==> config.mk <==
export PLATFORM = sky130hd
export DESIGN_NAME = ssl_host_flat
export DESIGN_NICKNAME = d
export VERILOG_FILES = /design/src/ssl_pkg.sv /design/src/ssl_link_if.sv /design/src/ssl_host.sv /design/src/flat_wrapper.sv
export SDC_FILE = /design/constraint.sdc
export NUM_CORES = 1
export LEC_CHECK = 0
export ABC_CLOCK_PERIOD_IN_PS = 12600
export BUFFER_PORTS_ARGS = -buffer_cell sky130_fd_sc_hd__buf_2
export CORE_MARGIN = 1.5
export CORE_UTILIZATION = 35
export CTS_CLUSTER_DIAMETER = 100
export DETAILED_ROUTE_END_ITERATION = 6
export PLACE_DENSITY = 0.46
export SETUP_SLACK_MARGIN = 0.05
export SKIP_LAST_GASP = 1
export SYNTH_ARGS = -nofsm -noshare
export SYNTH_HDL_FRONTEND = slang
export SYNTH_HIERARCHICAL = 1
export SYNTH_SLANG_ARGS = --single-unit
export TNS_END_PERCENT = 10
==> constraint.sdc <==
create_clock -name ref_clk_in -period 12.6 [get_ports ref_clk_in]
set_input_delay 2.52 -clock ref_clk_in [delete_from_list [all_inputs] [get_ports ref_clk_in]]
set_output_delay 2.52 -clock ref_clk_in [all_outputs]
set_load 0.05 [all_outputs]
==> src/ssl_pkg.sv <==
// constants shared by both ends of the serial segment latch link
// assumes a single 250 MHz core clock at each end and a host-made serial clock
package ssl_pkg;

   // ==========================================
   // frame layout
   localparam int unsigned FRAME_BITS = 36;
   localparam int unsigned DATA_BITS = 35;
   localparam int unsigned SEG_COUNT = 23;
   localparam int unsigned START_VALUE = 1;

   // data bit number (1 = first bit after start) feeding each output, output 1 first
   localparam int unsigned SEG_MAP [SEG_COUNT] = '{
      2, 3, 4, 5, 6, 7, 8,
      12, 13, 14, 15,
      20, 21, 22, 23, 24, 25,
      27,
      30, 31, 32, 33, 34
   };

   // ==========================================
   // timing
   localparam int unsigned REF_CLK_PERIOD_PS = 4000;
   localparam int unsigned SER_CLK_MAX_KHZ = 500;
   localparam int unsigned SER_CLK_MIN_PERIOD_PS = 1000000000 / SER_CLK_MAX_KHZ;
   // half period of the serial clock, rounded up so the rate never exceeds the limit
   localparam int unsigned SER_HALF_CYC =
      (SER_CLK_MIN_PERIOD_PS / 2 + REF_CLK_PERIOD_PS - 1) / REF_CLK_PERIOD_PS;

   // ==========================================
   // buffering
   localparam int unsigned FIFO_DEPTH = 16;
   localparam int unsigned SYNC_STAGES = 3;

   // ==========================================
   // host sequencer states
   typedef enum logic [1:0] {
      SSL_HS_IDLE = 2'b00,
      SSL_HS_LOW = 2'b01,
      SSL_HS_HIGH = 2'b10
   } ssl_host_state_t;

endpackage

==> src/ssl_link_if.sv <==
// two-wire link: serial data and serial clock, no load strobe
// assumes the host end drives both wires and the device end only listens
`timescale 1ns/1ps
interface ssl_link_if;
   logic ser_data;
   logic ser_clk;

   modport host (
      output ser_data,
      output ser_clk
   );

   modport device (
      input ser_data,
      input ser_clk
   );
endinterface

==> src/ssl_host.sv <==
// host end: frame FIFO and two-wire serialiser with divided serial clock
// assumes a 250 MHz core clock; the serial clock is made here by a divider
`timescale 1ns/1ps

// ==========================================
// synchronous FIFO, first word fall-through
module ssl_fifo #(
   parameter int unsigned WIDTH = ssl_pkg::DATA_BITS,
   parameter int unsigned DEPTH = ssl_pkg::FIFO_DEPTH
) (
   input wire logic ref_clk_in,
   input wire logic rst_in,
   // fill side
   input wire logic [WIDTH-1:0] wr_data_in,
   input wire logic wr_valid_in,
   output logic wr_ready_out,
   // drain side
   output logic [WIDTH-1:0] rd_data_out,
   output logic rd_valid_out,
   input wire logic rd_ready_in,
   output logic [$clog2(DEPTH+1)-1:0] level_out
);
   localparam int unsigned AW = $clog2(DEPTH);
   localparam int unsigned LW = $clog2(DEPTH+1);

   logic [WIDTH-1:0] mem_q [DEPTH];
   logic [AW-1:0] wr_ptr_q;
   logic [AW-1:0] rd_ptr_q;
   logic [LW-1:0] level_q;
   logic push;
   logic pop;

   assign wr_ready_out = (level_q != LW'(DEPTH));
   assign rd_valid_out = (level_q != '0);
   assign push = wr_valid_in && wr_ready_out;
   assign pop = rd_valid_out && rd_ready_in;
   assign rd_data_out = mem_q[rd_ptr_q];
   assign level_out = level_q;

   always_ff @(posedge ref_clk_in) begin
      if (push) begin
         mem_q[wr_ptr_q] <= wr_data_in;
      end
   end

   always_ff @(posedge ref_clk_in) begin
      if (rst_in) begin
         wr_ptr_q <= '0;
         rd_ptr_q <= '0;
         level_q <= '0;
      end else begin
         if (push) begin
            wr_ptr_q <= (wr_ptr_q == AW'(DEPTH-1)) ? '0 : wr_ptr_q + 1'b1;
         end
         if (pop) begin
            rd_ptr_q <= (rd_ptr_q == AW'(DEPTH-1)) ? '0 : rd_ptr_q + 1'b1;
         end
         if (push && !pop) begin
            level_q <= level_q + 1'b1;
         end else if (pop && !push) begin
            level_q <= level_q - 1'b1;
         end
      end
   end
endmodule

// ==========================================
// serialiser
module ssl_host #(
   parameter int unsigned DEPTH = ssl_pkg::FIFO_DEPTH,
   parameter int unsigned HALF_CYC = ssl_pkg::SER_HALF_CYC
) (
   // clock and reset
   input wire logic ref_clk_in,
   input wire logic rst_in,
   // frame input, bit 0 is the first data bit after the start bit
   input wire logic [ssl_pkg::DATA_BITS-1:0] frame_data_in,
   input wire logic frame_valid_in,
   output logic frame_ready_out,
   // status
   output logic busy_out,
   // serial link
   ssl_link_if.host link
);
   localparam int unsigned FB = ssl_pkg::FRAME_BITS;
   localparam int unsigned DB = ssl_pkg::DATA_BITS;
   localparam int unsigned HW = $clog2(HALF_CYC + 1);

   logic [DB-1:0] fifo_data;
   logic fifo_valid;
   logic fifo_pop;

   ssl_fifo #(.WIDTH(DB), .DEPTH(DEPTH)) u_fifo (
      .ref_clk_in(ref_clk_in),
      .rst_in(rst_in),
      .wr_data_in(frame_data_in),
      .wr_valid_in(frame_valid_in),
      .wr_ready_out(frame_ready_out),
      .rd_data_out(fifo_data),
      .rd_valid_out(fifo_valid),
      .rd_ready_in(fifo_pop),
      .level_out()
   );

   ssl_pkg::ssl_host_state_t state_q;
   logic [FB-1:0] shift_q;
   logic [5:0] bits_left_q;
   logic [HW-1:0] div_q;
   logic tick;
   logic sclk_q;
   logic sdat_q;

   // the serialiser pulls a frame only when idle, so the FIFO backs up to the source
   assign fifo_pop = (state_q == ssl_pkg::SSL_HS_IDLE) && fifo_valid;
   // half-period enable; the rounded-up count keeps the rate at or below 0.5 MHz
   assign tick = (div_q == HW'(HALF_CYC - 1));

   always_ff @(posedge ref_clk_in) begin
      if (rst_in || state_q == ssl_pkg::SSL_HS_IDLE || tick) begin
         div_q <= '0;
      end else begin
         div_q <= div_q + 1'b1;
      end
   end

   always_ff @(posedge ref_clk_in) begin
      if (rst_in) begin
         state_q <= ssl_pkg::SSL_HS_IDLE;
         shift_q <= '0;
         bits_left_q <= '0;
      end else begin
         case (state_q)
            ssl_pkg::SSL_HS_IDLE: begin
               if (fifo_pop) begin
                  shift_q <= {fifo_data, 1'b1};
                  bits_left_q <= 6'(FB);
                  state_q <= ssl_pkg::SSL_HS_LOW;
               end
            end
            ssl_pkg::SSL_HS_LOW: begin
               if (tick) begin
                  state_q <= ssl_pkg::SSL_HS_HIGH;
               end
            end
            ssl_pkg::SSL_HS_HIGH: begin
               if (tick) begin
                  shift_q <= {1'b0, shift_q[FB-1:1]};
                  bits_left_q <= bits_left_q - 1'b1;
                  state_q <= (bits_left_q == 6'h01) ? ssl_pkg::SSL_HS_IDLE
                                                     : ssl_pkg::SSL_HS_LOW;
               end
            end
            default: begin
               state_q <= ssl_pkg::SSL_HS_IDLE;
            end
         endcase
      end
   end

   // data changes only while the serial clock is low
   always_ff @(posedge ref_clk_in) begin
      if (rst_in) begin
         sclk_q <= 1'b0;
         sdat_q <= 1'b0;
      end else begin
         sclk_q <= (state_q == ssl_pkg::SSL_HS_HIGH) && !tick;
         if (state_q == ssl_pkg::SSL_HS_LOW) begin
            sdat_q <= shift_q[0];
         end else if (state_q == ssl_pkg::SSL_HS_IDLE) begin
            sdat_q <= 1'b0;
         end
      end
   end

   assign link.ser_clk = sclk_q;
   assign link.ser_data = sdat_q;
   assign busy_out = (state_q != ssl_pkg::SSL_HS_IDLE);
endmodule

==> src/flat_wrapper.sv <==
// flat-port wrapper written by rule: the top's interface ports become plain ports
module ssl_host_flat 
#(
   parameter int unsigned DEPTH = ssl_pkg::FIFO_DEPTH,
   parameter int unsigned HALF_CYC = ssl_pkg::SER_HALF_CYC
)
  (ref_clk_in, rst_in, frame_data_in, frame_valid_in, frame_ready_out, busy_out, link_ser_data, link_ser_clk);
  ssl_link_if link_i ();
  input wire logic ref_clk_in;
  input wire logic rst_in;
  input wire logic [ssl_pkg::DATA_BITS-1:0] frame_data_in;
  input wire logic frame_valid_in;
  output logic frame_ready_out;
  output logic busy_out;
  output wire logic [$bits(link_i.ser_data)-1:0] link_ser_data;
  output wire logic [$bits(link_i.ser_clk)-1:0] link_ser_clk;
  assign link_ser_data = link_i.ser_data;
  assign link_ser_clk = link_i.ser_clk;
  ssl_host #(.DEPTH(DEPTH), .HALF_CYC(HALF_CYC)) u_core (.ref_clk_in(ref_clk_in), .rst_in(rst_in), .frame_data_in(frame_data_in), .frame_valid_in(frame_valid_in), .frame_ready_out(frame_ready_out), .busy_out(busy_out), .link(link_i));
endmodule
# After elaboration in Yosys (flattened, before gate mapping)
# Memories as Yosys holds them, arrays and structs flattened. A register that Yosys moved wholly into a read port is not among the register bits.
# Cells that the tools add are included.
totals:
  reg_bits: 67
  mem_bits_rw: 560
  memories: 1
  output_inout_bits: 4
op_classes:
  n_addsub: 6
  mux: 21
  n_eq_ne: 10
  n_reduce_logical: 19
memory_table:
  columns: ["name", "words", "word_bits", "read_ports", "rd_ports_with_merged_regs", "wr", "line", "source"]
  rows:
  - ["u_core.u_fifo.mem_q", 16, 35, 1, 1, 1, "ssl_host.sv:26", "logic [WIDTH-1:0] mem_q [DEPTH];"]
ops:
  columns: ["op", "n"]
  rows:
  - ["36-bit 2-to-1 mux", 2]
  - ["36-bit one-hot mux with 2 select lines", 1]
  - ["4-bit 2-to-1 mux", 4]
  - ["6-bit 2-to-1 mux", 2]
  - ["6-bit one-hot mux with 2 select lines", 1]
  - ["5-bit 2-to-1 mux", 2]
  - ["4-bit by 1-bit adder with 4-bit output, second input constant", 2]
  - ["8-bit by 1-bit adder with 8-bit output, second input constant", 1]
  - ["4-bit == test, second input constant", 2]
  - ["8-bit == test, second input constant", 1]
  - ["2-bit nonzero test", 4]
  - ["6-bit by 1-bit == test with 1-bit output, second input constant", 1]
  - ["1-bit logical AND", 6]
  - ["2-bit 2-to-1 mux", 3]
  - ["2-bit one-hot mux with 3 select lines", 1]
  - ["3-bit AND reduction", 2]
  - ["6-bit by 1-bit subtractor with 6-bit output, second input constant", 1]
  - ["5-bit by 1-bit adder with 5-bit output, second input constant", 1]
  - ["1-bit 2-to-1 mux", 5]
  - ["5-bit inequality test, second input constant", 1]
  - ["5-bit nonzero test", 1]
  - ["5-bit by 1-bit subtractor with 5-bit output, second input constant", 1]
  - ["2-bit by 1-bit inequality test with 1-bit output, second input constant", 2]
  - ["1-bit logical NOT", 3]
  - ["other kinds (5)", 6]

# Depth between registers and ports, before layout
# Gate-level depths: netlist (run 1).
logic_depth:
  ltp_word: 6
  mapped_depth: 14
  ltp_nobuf: 12

# Modules after synthesis
# The synthesis (run 1) kept the hierarchy.
by_module_without_submodules:
  columns: ["mod", "area_per_inst_um2", "seq_area_each_um2", "n_inst", "cells_each"]
  rows:
  - ["ssl_fifo", 21837.2, 17156.5, 1, 966]
  - ["ssl_host", 2287.2, 1081.0, 1, 290]

# Worst setup path before layout (run 1)
# No wires, ideal clock.
synth_timing:
  path_type: "input port to flip-flop"
  from: "input port frame_valid_in"
  to: "memory u_core/u_fifo/mem_q[0][0] (netlist name), enable pin"
  setup_time_ns: 0.471
  stages: 3
  arrival_ns: 5.397
  path_slack_ns: 6.733
  cell_sequence: "a21boi_2 nand2_1 nor3_1"
synth_via:
  elab_chain_cells: 3
synth_rtl:
  columns: ["element", "line", "source"]
  rows:
  - ["start: declaration", "flat_wrapper.sv:12", "input wire logic frame_valid_in;"]
  - ["1-bit logical AND", "ssl_host.sv:35", "assign push = wr_valid_in && wr_ready_out;"]
  - ["1-bit 2-to-1 mux", "ssl_host.sv:41", "if (push) begin"]
  - ["1-bit 2-to-1 mux (not written as such)", "ssl_host.sv:42", "mem_q[wr_ptr_q] <= wr_data_in;"]
  - ["end: declaration", "ssl_host.sv:26", null]
# Every way passes these cells.

# Worst setup path after layout (run 1)
layout_timing:
  from: "register u_core.u_fifo.level_q[0], in the netlist u_core/u_fifo/level_out[0]"
  to: "output port frame_ready_out"
layout_via:
  elab_chain_cells: 1
layout_rtl:
  columns: ["element", "line", "source"]
  rows:
  - ["start: declaration", "ssl_host.sv:29", "logic [LW-1:0] level_q;"]
  - ["start signal: assignment", "ssl_host.sv:59", "level_q <= level_q + 1'b1;"]
  - ["start signal: assignment", "ssl_host.sv:61", "level_q <= level_q - 1'b1;"]
  - ["5-bit inequality test", "ssl_host.sv:33", "assign wr_ready_out = (level_q != LW'(DEPTH));"]
  - ["end: declaration", "flat_wrapper.sv:13", "output logic frame_ready_out;"]
# Every way passes these cells.

==> results of run 1 <==
==> worst max-delay path: stages, from the launching register on <==
cell and delay [ns]:
dfxtp_1 0.37, nor4_1 0.59, nand2_1 0.10, buf_2 0.23
==> worst min-delay path by stage <==
stage                                               start                              end  slack, ns  depth (start not counted)
after global routing           u_core/div_q[0]$_SDFF_PP0_       u_core/div_q[0]$_SDFF_PP0_       0.50                          1
final                          u_core/div_q[0]$_SDFF_PP0_       u_core/div_q[0]$_SDFF_PP0_       0.47                          1
after global placement         u_core/div_q[0]$_SDFF_PP0_       u_core/div_q[0]$_SDFF_PP0_       0.45                          1
after detailed placement       u_core/div_q[0]$_SDFF_PP0_       u_core/div_q[0]$_SDFF_PP0_       0.46                          1
after CTS                 u_core/shift_q[35]$_SDFFE_PP0P_  u_core/shift_q[35]$_SDFFE_PP0P_       0.47                          2
after floorplan                u_core/div_q[0]$_SDFF_PP0_       u_core/div_q[0]$_SDFF_PP0_       0.43                          1
==> stage by stage <==
stage	instance area (um^2)	power [mW]	cells
after global routing	27700	5.74	2264
after CTS	27700	5.57	2264
final	27700	5.48	2264
after floorplan	24100	3.30	1256
after global placement	25400	3.53	2138
after detailed placement	25400	3.54	2138
==> cell usage in the layout (no fill, tap or decap), types with 5 or more instances in the layout <==
cell type and count:
dfxtp_1 69, inv_1 11, clkbuf_16 71, xor2_1 6
a21oi_1 11, bufinv_16 5, clkinv_1 10, clkinv_2 8
clkbuf_8 10, nor2_4 13, nor4_1 41, buf_4 30
xnor2_1 8, mux4_2 140, nand2_1 45, a22oi_1 70
nor3_1 6, clkbuf_1 15, edfxtp_1 560, nand3_1 7
ha_1 13, or3_1 5, buf_2 41, nor2_1 132
==> kinds of logic after synthesis <==
kind of cell | after synthesis | synth area share [%]
adders and majority gates | 14 | 0.757
DFF | 631 | 75.6
buffers and inverters | 82 | 1.62
and+or+nand+nor | 271 | 5.13
AOI/OAI and AO/OA | 99 | 3.10
muxes | 145 | 13.3
xor gates and xnor gates | 14 | 0.508
==> final cells by class <==
class	count	area [um^2]	share of cell area, %
inverter	11	41.3	0.149
clock inverter	30	302	1.09
multi-input combinational	543	5630	20.3
sequential	631	18200	65.8
timing repair buffer	71	430	1.55
clock buffer	96	1970	7.11
tap	882	1100	3.98
==> flip-flops by register name (all words and copies together), names as in the netlist, named ones only <==
register,flops
u_core/bits_left_q,6
u_core/div_q,8
u_core/link.ser_clk,1
u_core/link.ser_data,1
u_core/shift_q,36
u_core/state_q,2
u_core/u_fifo/level_out,5
u_core/u_fifo/mem_q,560
u_core/u_fifo/rd_ptr_q,4
u_core/u_fifo/wr_ptr_q,4
==> power by group through the flow <==
stage | registers, mW | clock network, mW | logic, mW
5_1_grt | 2.51 | 2.15 | 1.08
4_1_cts | 2.50 | 2.07 | 1.01
2_1_floorplan | 2.47 | 0 | 0.825
3_5_place_dp | 2.54 | 0 | 1.00
3_3_place_gp | 2.54 | 0 | 0.994
6_report | 2.49 | 2.01 | 0.978
==> per-layer routing <==
layer	vias up	wire length, um
met3	74	1930
met1	6170	24100
met5	-	13
met4	2	974
met2	186	25600
li1	5220	-
==> flow_summary.ini, run 1 <==
[detailed_routing]
num_vias = 11652
viasPerCell = 5.15
wire_per_inst_um = 23.2
drt-total-wl_um = 52600
drc = 0
ant_nets = 0
drtIter0Drc = 774
dr.pass1.iters = 5

[cts]
post-cts-setup-buffers = 0
cts_buffers = 69
ctsHoldBuffers = 0
cts_buffer_depth = 3
h-tree-depth = 3
cts_tree = done
cts.clk_slew.worst_paths_ns = 0.06
cts_resized = 0
clk_latency_ns = 0.60
cts_root_buffer = clkbuf_16
numClockSinks = 631

[yosys]
netlist_instances = 1256
yosys_warnings = 6
syn-cell-area_um2 = 24100
synth_edf_count = 560
synth_seq_cells = 631
avgSynthCellArea_um2 = 19.2
synthDistinctLibCells = 50
yosysSeqAreaShare_pct = 75.6
netlist.top_cell.by_area = edfxtp_1
yosysMostFrequentCell = edfxtp_1
synth.top_cell.area_share_pct = 69.7
synthTopCellsByArea = edfxtp_1, mux4_2, dfxtp_1
syn_nets = 1308
synthFlopType = edfxtp_1
synth-async-reset-ratio_pct = 0
synth_common_cells = edfxtp_1, nor2_1, mux4_2

[timing]
max_freq_ghz = 0.227
report.final.slew_viol_count = 0
setup-violations-final = 0
fin_crit_ns = 4.40
finalWorstSetupSlack_ns = 8.20
hold_viol_final = 0
relSlewSlack_pct = 33.4
post-route-period-util_pct = 35.0
skew_ns = 0.0191
rsz0062_at_grt = no
finalHoldWorstSlack_ns = 0.472
worst_pin_slew_ns = 0.999
tns_ns = 0

[final_layout]
fill_cells = 6161
antennaDiodeCount = 0
finalCoreUtilization_pct = 40.5
area_growth_syn_to_layout_pct = 14.9
final_nets = 1379
drive_gt1_share_pct = 25.1

[floorplanning]
io_pins = 42
dieHeight_um = 266
core_um2 = 68500
initial_core_util_pct = 35.2
std_cell_rows = 96
dieArea_um2 = 70500
die_w_um = 266

[worst_setup_path]
worstSetupEndpointType = output pin
r2r.worst_path.cells = 7
critPathLaunchType = flop
critPathRequiredTime_ns = 10.08
crit_arrival_ns = 1.88
worst-setup-path-type = reg -> out
crit_path_end = frame_ready_out
crit_start = u_core/u_fifo/level_out[0]$_SDFFE_PP0P_
r2r-end = u_core/shift_q[13]$_SDFFE_PP0P_
ff2ff_setup_slack_ns = 8.89
crit_path_max_fanout = 5

[pwr]
p_clk_share_pct = 36.7
switching_share_pct = 25.8
internal_power_mw = 4.06
seqPwrFrac_pct = 45.5
ir_drop_mv = 0.102
p_leak_nw = 8.86
p_per_area_nw_per_um2 = 198
power_frac_comb_pct = 17.9
p_switching_mw = 1.42

[global_routing]
grtUsageMet3_pct = 2.97
antenna_found_initial = 1
grtUsageTotal_pct = 15.3
grt_pass1_vias = 12283
grt_pass1_wl_um = 80000
grt.busiest_layer = met2
grtUsageMet2_pct = 25.1
grt_max_degree = 64
use_met1_pct = 21.0
grt_overflow = 0

[place]
port_buffers = 41
place_ws_ns = 7.98
place_congestion = 0.683
dp.final_hpwl_um = 26600

[hold_path]
min_path_type = reg -> reg

[run_status]
status = finished clean

[run]
cap_violations = 0
Power figures use the tool's default switching activity.
==> run 2: changes to the inputs <==
--- a/config.mk
+++ b/config.mk
@@ -5,7 +5,7 @@
 export SDC_FILE = /design/constraint.sdc
 export NUM_CORES = 1
 export LEC_CHECK = 0
-export ABC_CLOCK_PERIOD_IN_PS = 12600
+export ABC_CLOCK_PERIOD_IN_PS = 4500
 export BUFFER_PORTS_ARGS = -buffer_cell sky130_fd_sc_hd__buf_2
 export CORE_MARGIN = 1.5
 export CORE_UTILIZATION = 35
==> constraint.sdc (replaced) <==
create_clock -name ref_clk_in -period 4.5 [get_ports ref_clk_in]
set_input_delay 0.9 -clock ref_clk_in [delete_from_list [all_inputs] [get_ports ref_clk_in]]
set_output_delay 0.9 -clock ref_clk_in [all_outputs]
set_load 0.05 [all_outputs]
==> flow_summary.ini, run 2 (synthesis results as in run 1) <==
[run_status]
status = finished clean

[cts]
cts_buffer_depth = 3
cts.clk_slew.worst_paths_ns = 0.06
cts_root_buffer = clkbuf_16
ctsHoldBuffers = 0
clk_latency_ns = 0.61
cts_buffers = 71
numClockSinks = 631
post-cts-setup-buffers = 0
cts_resized = 0
h-tree-depth = 3
cts_tree = done

[timing]
post-route-period-util_pct = 71.6
fin_crit_ns = 3.22
skew_ns = 0.0310
worst_pin_slew_ns = 0.994
hold_viol_final = 0
report.final.slew_viol_count = 0
setup-violations-final = 0
finalHoldWorstSlack_ns = 0.484
max_freq_ghz = 0.311
relSlewSlack_pct = 33.6
tns_ns = 0
rsz0062_at_grt = no

[worst_setup_path]
path_buf_inv = 2
reg2reg_from = u_core/u_fifo/level_out[0]$_SDFFE_PP0P_
r2r-end = u_core/u_fifo/level_out[4]$_SDFFE_PP0P_
path_cells = nor4_1, nand2_1, or3b_2, inv_1, o21ai_2, ha_1, inv_1, fa_1, nand3_1, a211oi_1, a31oi_1, mux2_2
crit_path_top_delay_cell = nor4_1
r2r.worst_path.cells = 12
max_stage_delay_ns = 0.59
worstSetupEndpointType = flop
ff2ff_setup_slack_ns = 1.28
critPathRequiredTime_ns = 4.98
critPathTopFamily = simple AND/OR/NAND/NOR gates
worst-setup-path-type = reg -> reg
crit_path_max_fanout = 6
critPathLaunchType = flop
crit_start = u_core/u_fifo/level_out[0]$_SDFFE_PP0P_
cpMostUsedCell = inv_1
crit_arrival_ns = 3.70

[floorplanning]
initial_core_util_pct = 35.2
dieHeight_um = 266
die_w_um = 266
core_um2 = 68500
dieArea_um2 = 70500
io_pins = 42
std_cell_rows = 96

[final_layout]
drive_gt1_share_pct = 26.0
fill_cells = 6149
final_common_cell = edfxtp_1
multi_input_area_um2 = 5630
final_cell_mix = edfxtp_1, mux4_2, nor2_1, clkbuf_16, a22oi_1
finalCoreUtilization_pct = 40.7
largest_reg_flops = 560
largestRegisters = u_core/u_fifo/mem_q x560, u_core/shift_q x36, u_core/div_q x8
register_area_um2 = 18200
final_nets = 1393
area_growth_syn_to_layout_pct = 15.6
largest_register = u_core/u_fifo/mem_q

[global_routing]
grtUsageTotal_pct = 16.4
grt_max_degree = 61
grt_overflow = 0
antenna_found_initial = 2
grt_pass1_wl_um = 84300
grt_pass1_vias = 12645

[detailed_routing]
drtIter0Drc = 857
dr.pass1.iters = 5
drc = 0
ant_nets = 0
num_vias = 11993
drt-total-wl_um = 56600
viasPerCell = 5.27
wire_per_inst_um = 24.9

[hold_path]
min_from = u_core/div_q[0]$_SDFF_PP0_
hold_depth = 1
hold_end = u_core/div_q[0]$_SDFF_PP0_
min_path_type = reg -> reg

[pwr]
p_per_area_nw_per_um2 = 557
p_leak_nw = 8.96
ir_drop_mv = 0.375

[place]
dp.final_hpwl_um = 32600
place_congestion = 0.737
port_buffers = 41

[run]
cap_violations = 0
==> run 2: cell types whose count changed in the layout (fill, tap and decap cells not counted) <==
cell,delta
diode_2,+1
clkbuf_16,+4
buf_4,+9
clkinv_1,-5
inv_6,-3
bufinv_16,-1
buf_12,+3
clkinv_2,+3
clkbuf_1,+2
==> run 2: worst max-delay path by stage <==
| stage | end | slack (ns) | cells past startpoint |
|---|---|---|---|
| 4_1_cts | u_core/u_fifo/level_out[4]$_SDFFE_PP0P_ | 1.29 | 12 |
| 2_1_floorplan | u_core/u_fifo/mem_q[0][0]$_DFFE_PP_ | 0.25 | 3 |
| 3_3_place_gp | u_core/u_fifo/mem_q[12][34]$_DFFE_PP_ | 1.29 | 5 |
| 3_5_place_dp | u_core/u_fifo/level_out[4]$_SDFFE_PP0P_ | 1.29 | 12 |
| 5_1_grt | u_core/u_fifo/level_out[4]$_SDFFE_PP0P_ | 0.99 | 12 |
| 6_report | u_core/u_fifo/level_out[4]$_SDFFE_PP0P_ | 1.28 | 12 |
==> run 2: power breakdown <==
part	internal, mW	leakage, nW	switching (mW)
Clock	3.44	1.14	2.27
Combinational	1.36	2.18	1.52
Sequential	6.69	5.64	0.255
Total	11.5	8.96	4.04
==> run 2: metal layers <==
layer | GRT usage (%) | part of all wire, %
met1 | 23.4 | 47
met3 | 2.77 | 3.6
met5 | 0 | 0
met2 | 26.2 | 47
met4 | 3.98 | 1.7
==> run 2: final cells by class <==
type,instances,area share (%)
Tap cell,882,3.96
Clock inverter,24,0.866
Inverter,11,0.148
Sequential cell,631,65.4
Clock buffer,102,7.45
Multi-Input combinational cell,543,20.2
Antenna cell,1,0.00897
Timing Repair Buffer,83,2.00
==> run 2: worst register-to-register path: cells and delay by family, from the launching register on <==
kind                     cells  cell delay [ns]
AO/OA/AOI/OAI                3             0.42
adder cells (fa/ha/maj)      2             0.65
buffers and inverters        2             0.21
flip-flops                   1             0.36
multiplexers                 1             0.35
AND/OR/NAND/NOR              4             1.11
==> run 2: through the flow <==
step	std cells	setup WS, ns	instance area, um^2	power, mW
5_1_grt	2276	0.995	27900	16.2
4_1_cts	2276	1.29	27900	15.8
2_1_floorplan	1256	0.253	24100	9.24
3_3_place_gp	2150	1.29	25600	10.0
6_report	2277	1.28	27900	15.5
3_5_place_dp	2150	1.29	25600	10.0
